==> src/hw/pfs_consts.svh <==
`ifndef PFS_CONSTS_SVH
`define PFS_CONSTS_SVH
// ----------------------------------------
// register offsets
// ----------------------------------------
`define PFS_OFS_CTRL      4'h0
`define PFS_OFS_KEY       4'h1
`define PFS_OFS_ADDR_LO   4'h2
`define PFS_OFS_ADDR_HI   4'h3
`define PFS_OFS_DATA_LO   4'h4
`define PFS_OFS_DATA_HI   4'h5
`define PFS_OFS_IRQ_STAT  4'h6
`define PFS_OFS_IRQ_MASK  4'h7
// ----------------------------------------
// control field positions
// ----------------------------------------
`define PFS_BIT_READ      0
`define PFS_BIT_START     1
`define PFS_BIT_WALLOW    2
`define PFS_BIT_ERR       3
`define PFS_BIT_ERASE     4
`define PFS_BIT_LATCH     5
`define PFS_BIT_CFG       6
`define PFS_BIT_PMEM      7
// ----------------------------------------
// status bits
// ----------------------------------------
`define PFS_IRQ_DONE      0
`define PFS_IRQ_REJECT    1
// ----------------------------------------
// values and timing
// ----------------------------------------
`define PFS_KEY_FIRST     8'h55
`define PFS_KEY_SECOND    8'hAA
`define PFS_LATCH_RESET   14'h3FFF
`define PFS_CLK_HZ        40000000
`define PFS_OP_TIME_US    2000
`define PFS_OP_CYCLES     ((`PFS_OP_TIME_US * (`PFS_CLK_HZ / 1000000)))
`define PFS_SETUP_CYCLES  2
`endif

==> src/hw/pfs_pkg.sv <==
package pfs_pkg;
    typedef enum logic [2:0] {
        ST_IDLE,
        ST_SETUP,
        ST_LOAD,
        ST_ERASE,
        ST_PROG
    } pfs_state_t;

    typedef enum logic [1:0] {
        KEY_NONE,
        KEY_GOT55,
        KEY_ARMED
    } pfs_key_t;

    typedef struct packed {
        logic [3:0] addr;
        logic [7:0] wdata;
        logic       wr;
        logic       rd;
    } pfs_bus_t;

    typedef struct packed {
        logic        erase;
        logic        prog;
        logic [14:0] addr;
    } pfs_flash_cmd_t;
endpackage

==> src/hw/pfs_sequencer.sv <==
// Notes on behaviour
// - program memory erases only in whole rows, never smaller pieces.
// - start only counts after 55h then AAh on the unlock register.
// - erase bit reads set during erase and clears when erase ends.
// - two setup cycles follow the start before the operation begins.
// - processor stalls about 2 ms during erase; clocks keep running.
// - execution resumes at the third instruction after the start.
// - a write never erases implicitly; software pre-erases targets.
// - at most one latch block of 32 words per programming operation.
// - latch block aligned on low address bits; never crosses a block.
// - all latches return to 3FFF after a program write completes.
// - latch-only-load set: start only stores data into the addressed latch.
// - latch-only-load clear: start loads last latch then programs whole block.
// - whole latch block programmed; unloaded latches keep their contents.
// - every latch load needs its own unlock and start; software steps address.
// - stall only on the final programming start, not on latch loads.
//
// Design decisions made here: the strobed register port and the address map.
`timescale 1ns/10ps
`include "pfs_consts.svh"
module pfs_sequencer #(
    parameter int LATCHES   = 32,
    parameter int OP_CYCLES = `PFS_OP_CYCLES
) (
    input  wire logic                    i_ref_clk,
    input  wire logic                    i_reset,
    input  wire pfs_pkg::pfs_bus_t       i_bus,
    output logic [7:0]                   o_rdata,
    output logic                         o_stall,
    output pfs_pkg::pfs_flash_cmd_t      o_flash_cmd,
    output logic [LATCHES*14-1:0]        o_latch_block,
    output logic                         o_irq
);
    localparam int AW = $clog2(LATCHES);

    typedef struct packed {
        pfs_pkg::pfs_state_t   state;
        pfs_pkg::pfs_key_t     key;
        logic [7:0]            ctrl;
        logic [14:0]           addr;
        logic [13:0]           data;
        logic [1:0]            irq_stat;
        logic [1:0]            irq_mask;
        logic [31:0]           count;
        logic [7:0]            rdata;
        logic                  stall;
        pfs_pkg::pfs_flash_cmd_t cmd;
        logic [LATCHES*14-1:0] latches;
    } pfs_regs_t;

    pfs_regs_t r;
    pfs_regs_t next_r;

    // ----------------------------------------
    // next state
    // ----------------------------------------
    always_comb begin
        logic wr_ctrl;
        logic go;
        logic [AW-1:0] slot;
        wr_ctrl = i_bus.wr && (i_bus.addr == `PFS_OFS_CTRL);
        go = 1'b0;
        slot = r.addr[AW-1:0];
        next_r = r;
        next_r.rdata = 8'h00;
        next_r.cmd.erase = 1'b0;
        next_r.cmd.prog = 1'b0;
        if (i_bus.wr) begin
            case (i_bus.addr)
                `PFS_OFS_CTRL: begin
                    next_r.ctrl[7:2] = (r.state == pfs_pkg::ST_IDLE) ? i_bus.wdata[7:2] : r.ctrl[7:2];
                    next_r.ctrl[`PFS_BIT_READ] = 1'b0;
                end
                `PFS_OFS_KEY: begin
                    if (i_bus.wdata == `PFS_KEY_FIRST) begin
                        next_r.key = pfs_pkg::KEY_GOT55;
                    end else if (i_bus.wdata == `PFS_KEY_SECOND && r.key == pfs_pkg::KEY_GOT55) begin
                        next_r.key = pfs_pkg::KEY_ARMED;
                    end else begin
                        next_r.key = pfs_pkg::KEY_NONE;
                    end
                end
                `PFS_OFS_ADDR_LO: begin
                    next_r.addr[7:0] = i_bus.wdata;
                end
                `PFS_OFS_ADDR_HI: begin
                    next_r.addr[14:8] = i_bus.wdata[6:0];
                end
                `PFS_OFS_DATA_LO: begin
                    next_r.data[7:0] = i_bus.wdata;
                end
                `PFS_OFS_DATA_HI: begin
                    next_r.data[13:8] = i_bus.wdata[5:0];
                end
                `PFS_OFS_IRQ_MASK: begin
                    next_r.irq_mask = i_bus.wdata[1:0];
                end
                default: begin
                end
            endcase
            if (i_bus.addr != `PFS_OFS_KEY && !(wr_ctrl && i_bus.wdata[`PFS_BIT_START])) begin
                next_r.key = pfs_pkg::KEY_NONE;
            end
        end
        if (wr_ctrl && i_bus.wdata[`PFS_BIT_START] && !r.ctrl[`PFS_BIT_START]
            && r.state == pfs_pkg::ST_IDLE) begin
            next_r.key = pfs_pkg::KEY_NONE;
            if (r.key == pfs_pkg::KEY_ARMED && i_bus.wdata[`PFS_BIT_WALLOW]
                && i_bus.wdata[`PFS_BIT_PMEM] && !i_bus.wdata[`PFS_BIT_CFG]) begin
                go = 1'b1;
            end else begin
                next_r.ctrl[`PFS_BIT_ERR] = 1'b1;
                next_r.irq_stat[`PFS_IRQ_REJECT] = 1'b1;
            end
        end
        if (i_bus.wr && i_bus.addr == `PFS_OFS_IRQ_STAT) begin
            next_r.irq_stat = next_r.irq_stat & ~i_bus.wdata[1:0];
        end
        case (r.state)
            pfs_pkg::ST_IDLE: begin
                if (go) begin
                    next_r.ctrl[`PFS_BIT_START] = 1'b1;
                    next_r.count = 32'(`PFS_SETUP_CYCLES - 1);
                    next_r.state = pfs_pkg::ST_SETUP;
                end
            end
            pfs_pkg::ST_SETUP: begin
                if (r.count == 32'h00000000) begin
                    if (r.ctrl[`PFS_BIT_ERASE]) begin
                        next_r.state = pfs_pkg::ST_ERASE;
                        next_r.cmd.erase = 1'b1;
                        next_r.cmd.addr = {r.addr[14:AW], AW'(0)};
                        next_r.stall = 1'b1;
                        next_r.count = 32'(OP_CYCLES - 1);
                    end else begin
                        next_r.latches[slot*14 +: 14] = r.data;
                        if (r.ctrl[`PFS_BIT_LATCH]) begin
                            next_r.state = pfs_pkg::ST_LOAD;
                        end else begin
                            next_r.state = pfs_pkg::ST_PROG;
                            next_r.cmd.prog = 1'b1;
                            next_r.cmd.addr = {r.addr[14:AW], AW'(0)};
                            next_r.stall = 1'b1;
                            next_r.count = 32'(OP_CYCLES - 1);
                        end
                    end
                end else begin
                    next_r.count = r.count - 32'h00000001;
                end
            end
            pfs_pkg::ST_LOAD: begin
                next_r.ctrl[`PFS_BIT_START] = 1'b0;
                next_r.irq_stat[`PFS_IRQ_DONE] = 1'b1;
                next_r.state = pfs_pkg::ST_IDLE;
            end
            pfs_pkg::ST_ERASE, pfs_pkg::ST_PROG: begin
                if (r.count == 32'h00000000) begin
                    next_r.stall = 1'b0;
                    next_r.ctrl[`PFS_BIT_START] = 1'b0;
                    next_r.ctrl[`PFS_BIT_ERASE] = 1'b0;
                    next_r.irq_stat[`PFS_IRQ_DONE] = 1'b1;
                    if (r.state == pfs_pkg::ST_PROG) begin
                        next_r.latches = {LATCHES{`PFS_LATCH_RESET}};
                    end
                    next_r.state = pfs_pkg::ST_IDLE;
                end else begin
                    next_r.count = r.count - 32'h00000001;
                end
            end
            default: begin
                next_r.state = pfs_pkg::ST_IDLE;
            end
        endcase
        if (i_bus.rd) begin
            case (i_bus.addr)
                `PFS_OFS_CTRL:     next_r.rdata = r.ctrl;
                `PFS_OFS_ADDR_LO:  next_r.rdata = r.addr[7:0];
                `PFS_OFS_ADDR_HI:  next_r.rdata = {1'b0, r.addr[14:8]};
                `PFS_OFS_DATA_LO:  next_r.rdata = r.data[7:0];
                `PFS_OFS_DATA_HI:  next_r.rdata = {2'b00, r.data[13:8]};
                `PFS_OFS_IRQ_STAT: next_r.rdata = {6'h00, r.irq_stat};
                `PFS_OFS_IRQ_MASK: next_r.rdata = {6'h00, r.irq_mask};
                default:           next_r.rdata = 8'h00;
            endcase
        end
    end

    // ----------------------------------------
    // state register
    // ----------------------------------------
    always_ff @(posedge i_ref_clk) begin
        if (i_reset) begin
            r.state    <= pfs_pkg::ST_IDLE;
            r.key      <= pfs_pkg::KEY_NONE;
            r.ctrl     <= 8'h00;
            r.addr     <= 15'h0000;
            r.data     <= 14'h0000;
            r.irq_stat <= 2'h0;
            r.irq_mask <= 2'h0;
            r.count    <= 32'h00000000;
            r.rdata    <= 8'h00;
            r.stall    <= 1'b0;
            r.cmd      <= '0;
            r.latches  <= {LATCHES{`PFS_LATCH_RESET}};
        end else begin
            r <= next_r;
        end
    end

    // ----------------------------------------
    // outputs
    // ----------------------------------------
    assign o_rdata       = r.rdata;
    assign o_stall       = r.stall;
    assign o_flash_cmd   = r.cmd;
    assign o_latch_block = r.latches;
    assign o_irq         = |(r.irq_stat & r.irq_mask);
endmodule // pfs_sequencer

==> config.mk <==
export PLATFORM = sky130hd
export DESIGN_NAME = pfs_sequencer
export DESIGN_NICKNAME = d
export VERILOG_FILES = /design/src/hw/pfs_pkg.sv /design/src/hw/pfs_sequencer.sv
export VERILOG_INCLUDE_DIRS = /design/src /design/src/hw
export SDC_FILE = /design/constraint.sdc
export NUM_CORES = 1
export LEC_CHECK = 0
export BUFFER_PORTS_ARGS = -buffer_cell sky130_fd_sc_hd__clkbuf_2
export CAP_MARGIN = 20
export CORE_ASPECT_RATIO = 1.75
export CORE_MARGIN = 1.5
export CORE_UTILIZATION = 40
export CTS_CLUSTER_SIZE = 12
export DETAILED_ROUTE_END_ITERATION = 16
export GPL_TIMING_DRIVEN = 0
export REMOVE_ABC_BUFFERS = 1
export SLEW_MARGIN = 20
export SYNTH_ARGS = -nofsm -noshare
export SYNTH_HDL_FRONTEND = slang
export SYNTH_SLANG_ARGS = --single-unit
==> constraint.sdc <==
create_clock -name i_ref_clk -period 8.6 [get_ports i_ref_clk]
set_clock_uncertainty 0.2 [all_clocks]
set_input_delay 0.43 -clock i_ref_clk [delete_from_list [all_inputs] [get_ports i_ref_clk]]
set_output_delay 0.43 -clock i_ref_clk [all_outputs]
set_load 0.03 [all_outputs]
# Word-level counts from Yosys, hierarchy flattened
# Index checks and enable logic that the tools add are counted.
# word_totals
ff_bits	551
latchBits	0
ramBits	0
romBits	0
input_bits	16
out_inout_bits	475
wordCells	140
n_memories	0
# classes
addsub	2
n_mul	1
div	0
n_lt_le_gt_ge	0
eq_ne	25
shifts	2
mux	47
bitwise_logic	6
n_reduce_logical	39
# op_table
cell	count
$mux 448	3
$pmux 448 s2	1
$mux 466	1
$bwmux 448	1
$shift 14x34->448 const A	1
$shiftx 14x34->448	1
$mux 32	5
$pmux 32 s3	1
$pmux 8 s7	1
$neg 9->34	1
$logic_not 32->1	1
$sub 32x1->32 const B	1
$mux 3	8
$eq 4x3->1 const B	4
$mux 16	1
$mux 1	15
$mux 15	1
$ne 2x2->1 const B	6
$reduce_and 2->1	6
$reduce_and 3->1	4
$logic_and 1x1->1	10
$mux 2	5
$pmux 3 s3	1
$eq 4x2->1 const B	2
other kinds (28)	41

# Depth between registers and ports, before layout
# logic_depth
word_depth	10
depth_mapped	19
ltp_nobuf	16

# Worst setup path before layout
# OpenSTA, ideal clock, no wires.
# synth_path
path_kind	register to register
startpoint	register r[526] (netlist name)
endpoint	register r, in the netlist o_latch_block[304]
setup_time_ns	0.120
arrival_time_ns	4.796
required_ns	8.280
path_slack_ns	3.484
path_stages_with_launch	17
n_path_buf	3
synth_period_minus_slack_ns	5.116
cell_sequence	dfxtp_1 fa_1 ha_1 fa_1 a211o_1 and3_1 o211ai_1 nor2_1 ha_1 clkbuf_1 inv_1 clkbuf_1 nand3_1 clkbuf_1 o41ai_1 nand2_1 a211o_1
# synth_between
elab_chain_cells	7
word_cells_on_any_way	8
cone_classes	1 x add/sub; 1 x mul; 2 x shift; 4 x mux
# synth_lines
item	line	text
from (decl)	pfs_sequencer.sv:51	pfs_regs_t r;
from (signal assigned)	pfs_sequencer.sv:206	r <= next_r;
$mul 5x3->8 *	pfs_sequencer.sv:136	next_r.latches[slot*14 +: 14] = r.data;
$neg 9->34 *	pfs_sequencer.sv:136	
$shiftx 14x34->448 or $shift 14x34->448 (tied branches)	pfs_sequencer.sv:136	
$bwmux 448 *	pfs_sequencer.sv:136	
$mux 448 *	pfs_sequencer.sv:129	if (r.ctrl[`PFS_BIT_ERASE]) begin
$mux 466 *	pfs_sequencer.sv:128	if (r.count == 32'h00000000) begin
$pmux 448 s2 *	pfs_sequencer.sv:119	case (r.state)
# Every way passes the cells marked *; elsewhere a longest branch is shown, timed or not. The select of a mux whose other input is x is not followed.
# A chain may end at the register's enable or synchronous reset.

# Worst setup path after layout
# layout_path
startpoint	register r[527] (netlist name)
endpoint	register r, in the netlist o_latch_block[165]
# Same word-level chain as after synthesis.

==> results.json <==
{
  "timing.hold.worst_endpoint": "r[516]",
  "clock_insertion_delay_worst_skew_ps": 640,
  "power.leakage_uw": 0.01166,
  "ctsResizeCount": 0,
  "coreArea_mm2": 0.07736,
  "postSynthCellCount": 4065,
  "ys_seq_elements": 546,
  "top_layer": "met5",
  "worst_setup_path_start_kind": "flop",
  "chipWidth_um": 214.4,
  "detail_route.wirelength.met1_mm": 50.05,
  "worstHoldStart": "i_bus[1]",
  "worstRegToRegCells": 13,
  "cts_sinks": 546,
  "worstSetupEndpointType": "flop",
  "rsz0062_at_grt": "no",
  "critPathKind": "reg -> reg",
  "peakVddDrop_mv": 0.1597,
  "post_synthesis_instance_area_mm2": 0.03129,
  "hold_path_depth": 3,
  "rr_startpoint": "r[527]",
  "reg2reg_setup_slack_ps": 480,
  "vias_per_cell": 6.194,
  "initial_antenna_violation_count": 2,
  "vias": 31000,
  "detailroute.wirelength.met3_mm": 12.85,
  "cp.arrival_ps": 8480,
  "cts_root_cell": "sky130_fd_sc_hd__clkbuf_16",
  "gp_routability_congestion": 1.011,
  "synth.distinct_cells": 105,
  "power_density_mw_per_mm2": 160.7,
  "io_pins": 491,
  "count_of_endpoints_failing_hold_in_the_final_timing_report": 0,
  "maxSlewViolCount": 0,
  "layout-drive-gt1-share_pct": 19.56,
  "clock_tree.htree_level_count": 2,
  "crit_fanout": 27,
  "drt_first_pass_iters": 8,
  "share_of_synthesized_flip_flops_with_an_asynchronous_set_or_reset_pct": 0,
  "crit_path_time_final_ps": 8119,
  "slowest_stage": "sky130_fd_sc_hd__nor2_1",
  "via_count_of_the_first_global_routing_pass": 29470,
  "cp_top_family": "compound AO/OA/AOI/OAI gates",
  "timing.critical_path.slowest_cell_delay_ps": 1000,
  "status": "complete, no violations",
  "utilization_pct": 43.53,
  "path_cells": "fa_1 -> fa_1 -> a211o_1 -> and3_1 -> o211ai_1 -> nor2_1 -> ha_2 -> inv_1 -> a41oi_4 -> nand2_1 -> nor2_1 -> a2111oi_0 -> o21ai_0",
  "grt.total_usage_pct": 33.77,
  "critical_path.reg2reg.endpoint": "o_latch_block[165]",
  "hold_class": "in -> reg",
  "floorplan.initialDensity_pct": 40.45,
  "placedInstanceArea_mm2": 0.03194,
  "layout.cell_area.non_filler_mm2": 0.03367,
  "share_of_synthesized_area_occupied_by_flip_flops_and_latches_pct": 34.93,
  "post_route_drc": 0,
  "rows": 135,
  "area_growth_pct": 7.617,
  "dominantRegCellSynth": "sky130_fd_sc_hd__dfxtp_1",
  "grt.overflow.total": 0,
  "max-clock-path-buffers": 3,
  "detail_route.wirelength_mm": 141.0,
  "synth-edff-count": 0,
  "dp_hpwl_mm": 104.8,
  "die_area_mm2": 0.07998,
  "worstPathBufferInverterCount": 1,
  "final_net_count": 3983,
  "postRouteAntennaNets": 0,
  "grt_max_degree": 100,
  "clkSlewWorstSetupHoldPaths_ps": 60,
  "tritoncts": "done",
  "tightest_slew_ps": 1286,
  "port_buffers": 485,
  "routedWlPerCell_um": 28.16,
  "final.fill_count": 8148,
  "floorplan.die.height_um": 373,
  "slew_headroom_pct": 13.61,
  "total_number_of_yosys_warnings": 0,
  "dr.first_iter.drc_count": 3152,
  "cts_buffers": 55,
  "timing.critical_path.required_ps": 8970,
  "portion_of_the_clock_cycle_consumed_by_the_worst_path_in_the_final_layout_pct": 94.41,
  "wl_met2_mm": 65.29,
  "grt_first_pass_wirelength_mm": 201.1,
  "cap_violations": 0,
  "syn_area_per_cell_um2": 7.698,
  "max_freq_mhz": 123.2,
  "report.final.setup_viol": 0
}
flip-flops by register name, summed over array words and instances, names as in the netlist:
register / count
o_flash_cmd: 12
o_latch_block: 448
o_rdata: 8
o_stall: 1
r: 77
worst max path at each step:
stage            start            endpoint  slack (ps)  cells past startpoint
2_1_floorplan   r[550]   o_latch_block[67]        1820                      7
6_report        r[527]  o_latch_block[165]         480                     13
5_1_grt         r[526]  o_latch_block[165]         520                     14
3_3_place_gp   i_reset  o_latch_block[387]      -12270                      6
3_5_place_dp    r[527]  o_latch_block[165]         920                     13
4_1_cts         r[527]  o_latch_block[165]         910                     13
metal layers:
| layer | GRT usage (%) | up-vias |
|---|---|---|
| li1 | - | 13870 |
| met1 | 37.17 | 14880 |
| met2 | 55.64 | 1740 |
| met3 | 8.166 | 504 |
| met4 | 26.45 | 4 |
| met5 | 0 | - |
cells in the final DEF (no fill, tap or decap), drive strengths merged, types with 82 or more instances in the layout:
cell and instances:
a21oi 629, nand3 89, mux2i 116, nor2 496, a211oi 104, nand2 294, dfxtp 546, clkbuf 557
nor3 223, o21ai 231, buf 82
worst register-to-register path: stages, from the launching register on:
cell	delay (ps)
sky130_fd_sc_hd__dfxtp_1	860
sky130_fd_sc_hd__fa_1	590
sky130_fd_sc_hd__fa_1	490
sky130_fd_sc_hd__a211o_1	420
sky130_fd_sc_hd__and3_1	250
sky130_fd_sc_hd__o211ai_1	430
sky130_fd_sc_hd__nor2_1	160
sky130_fd_sc_hd__ha_2	860
sky130_fd_sc_hd__inv_1	650
sky130_fd_sc_hd__a41oi_4	970
sky130_fd_sc_hd__nand2_1	680
sky130_fd_sc_hd__nor2_1	1010
sky130_fd_sc_hd__a2111oi_0	260
sky130_fd_sc_hd__o21ai_0	220
cell families (layout without fill, tap and decap cells):
logic type	after synthesis	after routing	share of synthesized area [%]
muxes	131	131	4.538
other	1	6	0.01198
and+or+nand+nor	1281	1281	18.74
adders and majority gates	15	15	0.7198
xor gates and xnor gates	27	27	0.8997
AOI/OAI and AO/OA	1295	1295	25.01
buffers and inverters	769	677	15.15
DFF	546	546	34.93
cells in the mapped netlist (all sizes together) (7+ instances only):
cell / n / area, um2
a31oi: 72 / 450.4
o311ai: 7 / 68.82
nand4: 25 / 162.6
nand3: 89 / 455.4
nand2: 294 / 1106
o21a: 15 / 112.6
a211oi: 104 / 815.8
o31a: 9 / 78.83
buf: 534 / 3857
a21oi: 629 / 3156
nor2b: 8 / 50.05
ha: 10 / 125.1
a22oi: 31 / 232.7
clkbuf: 215 / 807.0
nor2: 496 / 1869
a311oi: 13 / 120.1
a221oi: 8 / 82.58
o31ai: 15 / 117.6
o211ai: 14 / 123.9
o22ai: 13 / 81.33
or3: 12 / 75.07
a2bb2oi: 16 / 140.1
o22a: 10 / 87.58
xnor2: 19 / 192.7
a211o: 13 / 113.9
and2: 36 / 225.2
o41ai: 11 / 103.9
or2: 7 / 43.79
a2111oi: 19 / 172.7
o21ai: 231 / 1156
nor4: 22 / 180.2
nor3: 223 / 1171
mux2i: 116 / 1161
inv: 19 / 71.32
a22o: 10 / 87.58
mux4: 8 / 180.2
nor3b: 8 / 71.32
xor2: 8 / 88.84
a32oi: 10 / 87.58
mux2: 7 / 78.83
dfxtp: 546 / 10930
nand2b: 16 / 100.1
and3: 16 / 100.1
cell type report:
type,count,area (um2),share of cell area (%)
multi-input combinational,2754,16040,47.64
tap,1027,1285,3.816
inverter,20,80.08,0.2378
timing repair buffer,575,3699,10.98
clock buffer,72,1510,4.485
antenna,1,2.502,0.007431
sequential,546,10930,32.46
clock inverter,10,125.1,0.3716
report_power, final:
group / switching [uW] / leakage, uW / internal [uW] / total [uW]
combinational: 424 / 0.00645 / 121 / 545
clock: 1080 / 0.000797 / 1250 / 2330
sequential: 4.93 / 0.00442 / 2530 / 2540
what timing repair did:
| item | CTS | global route |
|---|---|---|
| hold buffers | 8 | 0 |
| setup endpoints to repair | 0 | 0 |
| buffers inserted | 0 | 0 |
| endpoints found under the hold margin | 22 | 0 |
through the flow:
stage	setup TNS, ps	setup slack, ps	cells	hold WS [ps]	power (uW)
floorplan	0	1820	3320	241.7	2854
global placement	-3464230	-12270	4832	249.0	3078
detailed placement	0	923.8	4912	257.3	3107
CTS	0	912.0	5002	1.044	5415
global route	0	519.3	5004	52.98	5539
finish	0	481.0	5005	36.30	5410
(Power assumes the default switching activity.)
